===== config.mk =====
export PLATFORM = sky130hd
export DESIGN_NAME = dps_spi_slave
export DESIGN_NICKNAME = d
export VERILOG_FILES = /design/src/verilog/dps_pkg.sv /design/src/verilog/dps_spi_slave.sv
export SDC_FILE = /design/constraint.sdc
export NUM_CORES = 1
export LEC_CHECK = 0
export ABC_AREA = 1
export BUFFER_PORTS_ARGS = -buffer_cell sky130_fd_sc_hd__buf_4
export CAP_MARGIN = 25
export CORE_MARGIN = 2
export CORE_UTILIZATION = 45
export CTS_CLUSTER_SIZE = 25
export DETAILED_ROUTE_END_ITERATION = 16
export GPL_ROUTABILITY_DRIVEN = 0
export PLACE_DENSITY = 0.66
export SLEW_MARGIN = 10
export SYNTH_ARGS = -nofsm -noshare
export SYNTH_HDL_FRONTEND = slang
export SYNTH_SLANG_ARGS = --single-unit

===== constraint.sdc =====
create_clock -name clock -period 3 [get_ports clock]
set_input_delay 0.15 -clock clock [delete_from_list [all_inputs] [get_ports clock]]
set_output_delay 0.15 -clock clock [all_outputs]
set_load 0.01 [all_outputs]

===== src/verilog/dps_pkg.sv =====
// Constants for the serial front end of the digital resistor device.
// Assumes one system clock far faster than the serial clock.
package dps_pkg;

	// ----------------------------------------
	// Frame geometry
	// ----------------------------------------
	localparam int unsigned CNT_W     = 4;     // Bit counter width
	localparam logic [3:0]  BITS_BYTE = 4'h8;  // Short command length
	localparam logic [3:0]  POS_DEC   = 4'h6;  // Bits held once code is in
	localparam logic [3:0]  POS_DATA  = 4'h7;  // First read data slot
	localparam logic [3:0]  POS_LAST  = 4'hF;  // Last bit of long command
	localparam logic [3:0]  POS_SHORT = 4'h7;  // Last bit of short command
	localparam int unsigned LOC_W     = 4;     // Location field width
	localparam int unsigned DAT_W     = 10;    // Write data width
	localparam int unsigned RD_W      = 9;     // Read data bits returned

	// ----------------------------------------
	// Command codes and locations
	// ----------------------------------------
	localparam logic [1:0] CMD_WRITE = 2'h0;
	localparam logic [1:0] CMD_INC   = 2'h1;
	localparam logic [1:0] CMD_DEC   = 2'h2;
	localparam logic [1:0] CMD_READ  = 2'h3;
	localparam logic [3:0] LOC_VOL0  = 4'h0;  // Volatile wiper 0
	localparam logic [3:0] LOC_VOL1  = 4'h1;  // Volatile wiper 1
	localparam logic [3:0] LOC_NV0   = 4'h2;  // Lock control 0 (HV only)
	localparam logic [3:0] LOC_NV1   = 4'h3;  // Lock control 1 (HV only)
	localparam logic [3:0] LOC_WP    = 4'hF;  // Write protect (HV only)

	// Frame states, one-hot
	typedef enum logic [3:0] {
		ST_IDLE = 4'h1,
		ST_CMD  = 4'h2,
		ST_DATA = 4'h4,
		ST_ERR  = 4'h8
	} dps_state_e;

endpackage


===== src/verilog/dps_spi_slave.sv =====
// Serial slave front end: frames 8/16 bit commands, drives status out.
// Assumes memory logic answers rejects and read data on this clock.
`timescale 1ns/1ps
module dps_spi_slave (
	input  wire logic                         clock,
	input  wire logic                         reset_n,
	input  wire logic                         cs_pin_n,
	input  wire logic                         high_voltage_select_level,
	input  wire logic                         sck_pin,
	input  wire logic                         sdi_pin,
	input  wire logic                         shared_serial_io_pin_in,
	input  wire logic                         shared_variant,
	output logic                              sdo_pin,
	output logic                              sdo_pin_oe,
	output logic                              shared_serial_io_pin_out,
	output logic                              shared_serial_io_pin_oe,
	output logic                              pullup_en,
	output logic                              mode_11,
	output logic [dps_pkg::LOC_W-1:0]         req_loc,
	output logic [1:0]                        req_code,
	output logic                              req_hv,
	input  wire logic                         loc_reject,
	input  wire logic [dps_pkg::RD_W-1:0]     rd_data,
	output logic                              cmd_valid,
	output logic [dps_pkg::LOC_W-1:0]         cmd_loc,
	output logic [1:0]                        command_code_field,
	output logic                              cmd_hv,
	output logic [dps_pkg::DAT_W-1:0]         cmd_data,
	output logic                              command_error_bit
);
	import dps_pkg::*;

	// ----------------------------------------
	// Pin synchronisers
	// ----------------------------------------
	logic [4:0]       s1_q;       // First stage, read by s2 only
	logic [4:0]       s2_q;       // Clean copies of the pins
	logic             sck_old_q;  // Previous clean serial clock
	logic             act_old_q;  // Previous select state

	// Every pin passes two flops before any logic sees it
	always_ff @(posedge clock or negedge reset_n) begin
		if (!reset_n) begin
			// Deselected, normal voltage, clock low, shared pin pulled up
			s1_q <= 5'h11;
			s2_q <= 5'h11;
		end else begin
			s1_q <= {cs_pin_n, high_voltage_select_level, sck_pin,
				sdi_pin, shared_serial_io_pin_in};
			s2_q <= s1_q;
		end
	end

	logic cs_n_s, hv_s, sck_s, din;
	logic active, rise, fall, start;
	assign cs_n_s = s2_q[4];
	assign hv_s   = s2_q[3];
	assign sck_s  = s2_q[2];
	// Shared variant takes input from the common pin
	assign din    = shared_variant ? s2_q[0] : s2_q[1];
	// High-voltage select counts as selected too
	assign active = !cs_n_s || hv_s;
	assign rise   = active && sck_s && !sck_old_q;
	assign fall   = active && !sck_s && sck_old_q;
	assign start  = active && !act_old_q;

	// Edge detect history
	always_ff @(posedge clock or negedge reset_n) begin
		if (!reset_n) begin
			sck_old_q <= 1'b0;
			act_old_q <= 1'b0;
		end else begin
			sck_old_q <= sck_s;
			act_old_q <= active;
		end
	end

	// ----------------------------------------
	// Frame state and bit counter
	// ----------------------------------------
	dps_state_e        state_q;
	logic [CNT_W-1:0]  cnt_q;      // Bits captured in this command
	logic [15:0]       sh_q;       // Shift register, newest bit at 0
	logic              dec_q;      // Pulse: command low bit captured
	logic              chk_q;      // Pulse: check decoded command
	logic              hv_q;       // Frame began at high voltage
	logic [5:0]        fld_q;      // Location and code, frozen
	logic [RD_W-1:0]   rd_q;       // Read value frozen at decode
	logic              is_read;
	logic              step_bad;
	logic              bad;

	// Frozen copy: the shift register keeps moving under data bits
	assign req_loc  = fld_q[5:2];
	assign req_code = fld_q[1:0];
	assign req_hv   = hv_q;
	assign is_read  = (req_code == CMD_READ);

	// Steps only on volatile wipers, or lock and write protect bits at high voltage
	assign step_bad = (req_code == CMD_INC || req_code == CMD_DEC) &&
		!(req_loc == LOC_VOL0 || req_loc == LOC_VOL1 ||
		(hv_q && (req_loc == LOC_NV0 || req_loc == LOC_NV1 ||
		req_loc == LOC_WP)));
	assign bad = step_bad || loc_reject;

	// Main sequencer; deselect clears everything at once
	always_ff @(posedge clock or negedge reset_n) begin
		if (!reset_n) begin
			state_q <= ST_IDLE;
			cnt_q   <= '0;
			sh_q    <= 16'h0000;
			dec_q   <= 1'b0;
			fld_q   <= 6'h00;
		end else if (!active) begin
			// Outside a frame the bus belongs to others
			state_q <= ST_IDLE;
			cnt_q   <= '0;
			sh_q    <= 16'h0000;
			dec_q   <= 1'b0;
			fld_q   <= 6'h00;
		end else begin
			dec_q <= 1'b0;
			case (state_q)
				ST_IDLE: begin
					state_q <= ST_CMD;
					cnt_q   <= '0;
				end
				ST_CMD, ST_DATA: begin
					if (chk_q && bad) begin
						state_q <= ST_ERR;
					end else if (rise) begin
						sh_q  <= {sh_q[14:0], din};
						cnt_q <= cnt_q + 4'h1;
						dec_q <= (cnt_q == POS_DEC - 4'h1);
						if (cnt_q == POS_DEC - 4'h1) begin
							fld_q <= {sh_q[4:0], din};
						end
						if (cnt_q == POS_SHORT && !is_read &&
							req_code != CMD_WRITE) begin
							cnt_q <= '0;
						end else if (cnt_q == POS_SHORT) begin
							state_q <= ST_DATA;
						end else if (cnt_q == POS_LAST) begin
							state_q <= ST_CMD;
							cnt_q   <= '0;
						end
					end
				end
				ST_ERR: begin
					// Input is dropped until deselect
					state_q <= ST_ERR;
				end
				default: begin
					state_q <= ST_IDLE;
				end
			endcase
		end
	end

	// Check pulse, read data capture, frame voltage and mode
	always_ff @(posedge clock or negedge reset_n) begin
		if (!reset_n) begin
			chk_q   <= 1'b0;
			rd_q    <= '0;
			hv_q    <= 1'b0;
			mode_11 <= 1'b0;
		end else begin
			chk_q <= dec_q;
			if (dec_q) begin
				rd_q <= rd_data;
			end
			if (start) begin
				hv_q    <= hv_s;
				mode_11 <= sck_s;
			end
		end
	end

	// ----------------------------------------
	// Command hand-off to memory logic
	// ----------------------------------------
	// Issued only on the last rise of a complete, clean command
	always_ff @(posedge clock or negedge reset_n) begin
		if (!reset_n) begin
			cmd_valid          <= 1'b0;
			cmd_loc            <= '0;
			command_code_field <= 2'h0;
			cmd_hv             <= 1'b0;
			cmd_data           <= '0;
		end else begin
			cmd_valid <= 1'b0;
			if (active && rise && !(chk_q && bad) &&
				(state_q == ST_CMD || state_q == ST_DATA)) begin
				if (cnt_q == POS_SHORT && !is_read &&
					req_code != CMD_WRITE) begin
					cmd_valid          <= 1'b1;
					cmd_loc            <= sh_q[6:3];
					command_code_field <= sh_q[2:1];
					cmd_hv             <= hv_q;
					cmd_data           <= '0;
				end else if (cnt_q == POS_LAST) begin
					cmd_valid          <= 1'b1;
					cmd_loc            <= sh_q[14:11];
					command_code_field <= sh_q[10:9];
					cmd_hv             <= hv_q;
					cmd_data           <= {sh_q[8:0], din};
				end
			end
		end
	end

	// ----------------------------------------
	// Serial output
	// ----------------------------------------
	logic drive_q;   // Shared pin driving window
	logic err_bit;

	assign err_bit = (state_q == ST_ERR) ? 1'b0 : 1'b1;

	// Output bit moves only on falls; select forces idle ones
	always_ff @(posedge clock or negedge reset_n) begin
		if (!reset_n) begin
			sdo_pin <= 1'b1;
			drive_q <= 1'b0;
		end else if (!active || start) begin
			sdo_pin <= 1'b1;
			drive_q <= 1'b0;
		end else if (fall) begin
			if (state_q == ST_ERR) begin
				sdo_pin <= 1'b0;
				drive_q <= 1'b1;
			end else if (cnt_q < POS_DEC) begin
				sdo_pin <= 1'b1;
				drive_q <= 1'b0;
			end else if (cnt_q == POS_DEC) begin
				sdo_pin <= err_bit;
				drive_q <= 1'b1;
			end else if (is_read && cnt_q >= POS_DATA) begin
				sdo_pin <= rd_q[4'(POS_LAST - cnt_q)];
				drive_q <= 1'b1;
			end else begin
				sdo_pin <= 1'b1;
				drive_q <= 1'b0;
			end
		end
	end

	// Dedicated output driven for the whole frame
	assign sdo_pin_oe = active;
	// Open drain: only ever pulls low, so high voltage input survives
	assign shared_serial_io_pin_out = 1'b0;
	assign shared_serial_io_pin_oe  =
		shared_variant && drive_q && !sdo_pin;
	// Pull-up kept on whenever the shared pin is an output
	assign pullup_en = !(shared_variant && active) || drive_q;
	assign command_error_bit = (state_q == ST_ERR);
endmodule


# Yosys cells after proc, flatten, opt, wreduce, memory -nomap -nowiden
# Index checks and enable logic that the tools add are counted.
[totals]
register_bits = 74
latchBits = 0
ramBits = 0
mem_bits_ro = 0
input_bits = 18
output_inout_bits = 32
elab_cells = 150
n_memories = 0
[classes]
add_sub_neg = 2
multipliers = 0
div_mod_pow = 0
n_lt_le_gt_ge = 3
n_eq_ne = 25
shifts = 0
n_mux = 53
bitwise_logic = 0
reduce_logical = 47
[op_table]
columns = ["cell", "n"]
rows = [
  ["$mux W15", 4],
  ["$mux W4", 14],
  ["$mux W6", 5],
  ["$mux W1", 23],
  ["$mux W10", 2],
  ["$logic_and A1 B1 Y1", 17],
  ["$eq A4 B3 Y1 const B", 4],
  ["$eq A4 B2 Y1 const B", 3],
  ["$eq A4 B4 Y1 const B", 3],
  ["$pmux W4 S3", 1],
  ["$logic_not A1 Y1", 10],
  ["$logic_or A1 B1 Y1", 10],
  ["$reduce_and A3 Y1", 3],
  ["$eq A4 B1 Y1 const B", 2],
  ["$ne A4 B4 Y1 const B", 2],
  ["$pmux W4 S2", 1],
  ["$ne A2 B1 Y1 const B", 3],
  ["$ne A3 B3 Y1 const B", 2],
  ["$reduce_bool A2 Y1", 3],
  ["$lt A4 B5 Y1 const B", 1],
  ["$ne A5 B5 Y1 const B", 1],
  ["$add A4 B1 Y4 const B", 1],
  ["$bmux W1 S4", 1],
  ["$eq A2 B2 Y1 const B", 2],
  ["11 further kinds", 12],
]

# Depth between registers and ports, before layout
[depth]
word_depth = 13
depth_mapped = 14
mapped_depth_nobuf = 13

# Least setup slack after synthesis
# Ideal clock, no wire load.
[synth_path]
path_kind = "register -> register"
start = "reg fld_q[0]"
end = "reg cmd_data[4] (netlist name)"
setup_ns = 0.117
arrival_ns = 1.469
t_required_ns = 2.883
setup_slack_ns = 1.414
stages_incl_launch_ff = 12
path_buffers = 1
synth_period_minus_slack_ns = 1.586
path_cell_list = "dfrtp_1 > inv_1 > ha_1 > nand2_1 > nand2_2 > nand2_4 > nand2_4 > nor2_8 > nand2_4 > buf_6 > nand2_1 > nand2_1"
[synth_via]
elab_chain_len = 9
word_cells_on_any_way = 17
cone_classes = "3 x eq/ne; 1 x mux; 13 x reduce/logical"
[synth_rtl]
columns = ["element", "line", "source"]
rows = [
  ["start, declared", "dps_spi_slave.sv:87", "logic [5:0] fld_q;"],
  ["start signal, assigned", "dps_spi_slave.sv:136", "fld_q <= {sh_q[4:0], din};"],
  ["$eq A2 B1 Y1 or $eq A2 B2 Y1 (tied branches)", "dps_spi_slave.sv:100", "assign step_bad = (req_code == CMD_INC || req_code == CMD_DEC) &&"],
  ["$logic_or A1 B1 Y1", "dps_spi_slave.sv:100", ""],
  ["$logic_and A1 B1 Y1", "dps_spi_slave.sv:100", ""],
  ["$logic_or A1 B1 Y1", "dps_spi_slave.sv:104", "assign bad = step_bad || loc_reject;"],
  ["$logic_and A1 B1 Y1", "dps_spi_slave.sv:192", "if (active && rise && !(chk_q && bad) &&"],
  ["$logic_not A1 Y1", "dps_spi_slave.sv:192", ""],
  ["$logic_and A1 B1 Y1 (2 in series)", "dps_spi_slave.sv:192", ""],
  ["$reduce_and A2 Y1 (no line)", "n/a", ""],
  ["end signal, assigned", "dps_spi_slave.sv:206", "cmd_data <= {sh_q[8:0], din};"],
  ["end, declared", "dps_spi_slave.sv:28", "output logic [dps_pkg::DAT_W-1:0] cmd_data,"],
]
# Several ways; a longest one is shown, not always the timed one.
# A chain may end at the register's enable or synchronous reset.

# Worst setup path in the final report
[layout_path]
start = "reg cnt_q[0]"
end = "reg state_q[1]"
[layout_via]
elab_chain_len = 7
word_cells_on_any_way = 13
cone_classes = "4 x eq/ne; 6 x mux; 3 x reduce/logical"
[layout_rtl]
columns = ["element", "line", "source"]
rows = [
  ["start, declared", "dps_spi_slave.sv:82", "logic [CNT_W-1:0] cnt_q;"],
  ["start signal, assigned", "dps_spi_slave.sv:133", "cnt_q <= cnt_q + 4'h1;"],
  ["$eq A4 B3 Y1", "dps_spi_slave.sv:138, dps_spi_slave.sv:141", ""],
  ["$mux W4", "dps_spi_slave.sv:141", "end else if (cnt_q == POS_SHORT) begin"],
  ["$mux W4", "dps_spi_slave.sv:138", "if (cnt_q == POS_SHORT && !is_read &&"],
  ["$mux W4", "dps_spi_slave.sv:131", "end else if (rise) begin"],
  ["$mux W4", "dps_spi_slave.sv:129", "if (chk_q && bad) begin"],
  ["$pmux W4 S3", "dps_spi_slave.sv:123", "case (state_q)"],
  ["$mux W4", "dps_spi_slave.sv:114", "end else if (!active) begin"],
  ["end signal, assigned", "dps_spi_slave.sv:116", "state_q <= ST_IDLE;"],
  ["end signal, assigned", "dps_spi_slave.sv:125", "state_q <= ST_CMD;"],
  ["end signal, assigned", "dps_spi_slave.sv:130", "state_q <= ST_ERR;"],
  ["end, declared", "dps_spi_slave.sv:81", "dps_state_e state_q;"],
]
# Several ways; a longest one is shown, not always the timed one. The select of a mux whose other input is x is not followed.

==> summary by stage <==
Outcome
The run finished with clean final reports.

Routing
The routed wire length is 6620 um. In the routed layout, each cell is associated on average with a via count of 4.74. The number of remaining DRC errors is 0. The detailed-route wire length per cell is 12.5 um.

In this run the remaining antenna-violating nets after routing total 0. The first-iteration detailed-routing DRC count is 123. Summing over every cut layer, the via total after detailed routing is 2504. The number of search-and-repair iterations in the first detailed-routing pass is 4.

STA
Subtracting the final worst setup slack from the clock period gives 1.95 ns. The number of setup violations in the final report is 0. The max-slew violation count is 0.

The final total negative setup slack is 0 ns. Static timing analysis puts the maximum clock frequency at 513 MHz. The actual transition at the worst max-transition pin is 0.898 ns. The worst slew margin relative to its limit is 0.401. Of the available clock period, the critical path in the final layout requires 0.650. The total count of hold-check failures in the final report came to 0. The final worst clock skew is 0.00982 ns. Setup repair after global routing left no endpoint under its margin.

Place
The count of input and output buffers is 48. The number of instances in the placed design is 506. Detailed placement ended at an HPWL of 4590 um.

Power and ir drop
The switching part of the total power is 0.247. Cell internal power was estimated by the tool at 1.77 mW. In this run the static leakage power is 2.12 nW. Dividing total power by cell area gives a power density of 585 mW/mm2. The power spent charging and discharging nets is 581 uW. The combinational share of power is 0.111.

VDD sags by at most 281 uV. The share of total power dissipated in sequential elements is 0.460. The share of total power dissipated in the clock network is 0.429.

Yosys
The share of synthesized flip-flops with an asynchronous set or reset is 1.00. The sequential share of the synthesized area is 0.566. Ranked by instance count, the synthesized netlist is headed by sky130_fd_sc_hd__nand2_1, sky130_fd_sc_hd__dfrtp_1, sky130_fd_sc_hd__nand3_1, sky130_fd_sc_hd__inv_1, sky130_fd_sc_hd__o21ai_0. Synthesis produced a netlist whose cell count is 370. The post-synth net total is 392. The number of warnings reported in the yosys synthesis log is 0.

Yosys attributes the largest share of cell area to sky130_fd_sc_hd__dfrtp_1, sky130_fd_sc_hd__nand2_1, sky130_fd_sc_hd__nand3_1, sky130_fd_sc_hd__o21ai_0, sky130_fd_sc_hd__dfstp_2. The largest total area in the synthesized netlist belongs to sky130_fd_sc_hd__dfrtp_1. The synthesized design contains 74 register bits.

The unique cell type count in the Yosys netlist is 29. The area share of the largest cell type after synthesis is 0.518. The most instantiated library cell after synthesis is sky130_fd_sc_hd__nand2_1.

The mean area per synthesized cell is 8.88 um2. The leading register cell type out of synthesis is sky130_fd_sc_hd__dfrtp_1. The number of flops mapped to enable cells by yosys is 0. The post-synthesis instance area is 0.00328 mm2.

GRT
The overall global routing resource usage is 0.184. Entering global routing, the biggest net connects 75 pins. The number of global-route vias before repair was 2498. The initial antenna violation count is 0. The overall overflow remaining after global route is 0. The first global-routing pass estimated 11300 um of wire.

Critical path
The kind of launch point of the worst setup path is a flop. The cell that appears most often on the critical path is sky130_fd_sc_hd__nand2_1. The kind of critical path is flop to flop. The kind of cell adding the most delay to the critical path is simple AND/OR/NAND/NOR gates.

The arrival time at the worst endpoint is 2.19 ns. The register-to-register path setup slack is 1.05 ns. The worst endpoint required time is 3.24 ns. The signal on the critical path passes through ha_1, nand2_2, nor2_4, nand2_2, nand2_1, nand2_1, inv_1, nand2_1, nand3_1, nand2_1, inv_1, nand2_1.

The worst-path maximum fanout is 14. The peak per-stage delay on the critical path is 0.60 ns. The buffers plus inverters on the worst setup path is 2. The critical-path cell with the highest stage delay is sky130_fd_sc_hd__dfrtp_1. The worst setup path is captured at a flop.

Clocking
CTS built an H-tree with a depth of 3. The number of sinks handled by clock tree synthesis is 74. The clock reaches the later pin of the worst-skew pair after 0.35 ns. The cell at the root of the clock tree is sky130_fd_sc_hd__clkbuf_8. The number of setup buffers added after CTS is 0. TritonCTS built the clock tree.

The number of clock buffers inserted by TritonCTS is 9. The number of hold buffers added after CTS was 6. The buffer depth of the longest clock path is 2. The CTS clock-pin slew for the worst setup and hold paths is 0.08 ns. The count of instances resized after the clock tree is built is 0.

Run
Across the run, the number of max-cap violations was 0.

Floorplan
In this run the core area contains 31 standard-cell rows. The die covers 0.00800 mm2. The die extent in y is 89.4 um. The die width is 89.4 um. 50 I/O pins were placed.

The total area inside the core boundary comes to 0.00718 mm2. The initial utilization of the core area, before any placement, comes to 0.458.

Finish
The final layout contains 446 nets. Leaving out filler cells and counting taps, the final layout contains 528. The synthesis-to-layout area growth is 22.4%. The final antenna diode count is 0. Of the cells placed in the final design, the portion with a size suffix greater than 1 is 0.210.

Min path
The tightest min-delay check is of the primary input to flop type.
-- final cells by class --
class	count	area, um2
repair buffers	55	428
clock inverters	7	141
fillers	649	3150
well taps	99	124
flip-flops and latches	74	1860
clock buffers	9	124
multi-input cells	247	1210
inverters	37	139
-- cells in the final DEF (no fill, tap or decap), types with 2 or more instances in the layout --
master / netlist / final
sky130_fd_sc_hd__a21oi_1: 3 / 3
sky130_fd_sc_hd__mux2_2: 6 / 6
sky130_fd_sc_hd__dfstp_2: 6 / 6
sky130_fd_sc_hd__ha_1: 4 / 4
sky130_fd_sc_hd__nand2_4: 3 / 3
sky130_fd_sc_hd__nand3_1: 37 / 37
sky130_fd_sc_hd__o211ai_1: 2 / 2
sky130_fd_sc_hd__o21ai_0: 36 / 36
sky130_fd_sc_hd__buf_4: 5 / 49
sky130_fd_sc_hd__inv_1: 36 / 36
sky130_fd_sc_hd__xor2_1: 2 / 2
sky130_fd_sc_hd__nor2_1: 12 / 12
sky130_fd_sc_hd__bufinv_16: 0 / 4
sky130_fd_sc_hd__nand4_1: 3 / 3
sky130_fd_sc_hd__nand2_1: 126 / 126
sky130_fd_sc_hd__dlygate4sd3_1: 0 / 6
sky130_fd_sc_hd__clkbuf_8: 0 / 9
sky130_fd_sc_hd__dfrtp_1: 68 / 68
sky130_fd_sc_hd__nand2_2: 5 / 5
-- power by group through the flow --
stage               clock network [mW]  logic (mW)  registers, mW
floorplan                            0       0.170           1.09
global placement                     0       0.250           1.10
detailed placement                   0       0.256           1.10
CTS                               1.03       0.265           1.08
global route                      1.07       0.301           1.09
finish                            1.01       0.262           1.08
-- sequential cells by signal, indices dropped and copies added, names as in the netlist, 2 cells and up --
signal / count
s1_q: 5
sh_q: 15
cmd_data: 10
state_q: 4
cmd_loc: 4
cnt_q: 4
rd_q: 9
s2_q: 5
fld_q: 6
command_code_field: 2
-- routing by layer --
layer  vias up  wire length (um)  global-route usage
li1       1278                 -                   -
met1      1173              3270               0.258
met2        45              3010               0.283
met3         8               260              0.0406
met4         0                76              0.0651
met5         -                 0                   0
-- worst min-delay path, stage by stage --
cell and delay (ns):
sky130_fd_sc_hd__buf_4 0.08, sky130_fd_sc_hd__nand2_1 0.04, sky130_fd_sc_hd__o21ai_0 0.05
-- stage by stage --
stage | cell area (um2) | utilization | hold slack [ns] | total power, mW | setup slack [ns]
5_1_grt | 4020 | 0.560 | 0.0110 | 2.46 | 0.811
2_1_floorplan | 3280 | - | -0.146 | 1.26 | 1.41
4_1_cts | 4020 | 0.560 | 0.000959 | 2.37 | 1.05
6_report | 4020 | 0.560 | 0.00348 | 2.35 | 1.05
3_5_place_dp | 3700 | 0.515 | 0.260 | 1.36 | 1.06
3_3_place_gp | 3700 | 0.515 | 0.259 | 1.35 | 1.10
-- final timing paths --
path | from | to | cells past startpoint
worst max-delay path | cnt_q[0] | state_q[1] | 12
worst min-delay path | rd_data[6] | rd_q[6] | 3
worst max register to register | cnt_q[0] | state_q[1] | 12
worst min register to register | s1_q[3] | s2_q[3] | 0
max in group asynchronous | reset_n | cmd_data[6] | 2
min in group asynchronous | reset_n | s1_q[3] | 2
-- logic make-up after synthesis --
family | share of synthesized area
adders and majority gates | 0.0152
muxes | 0.0206
DFF | 0.566
and+or+nand+nor | 0.256
other | 0.00114
AOI/OAI and AO/OA | 0.0690
xor gates and xnor gates | 0.00533
buffers and inverters | 0.0667
(Power assumes the default switching activity.)
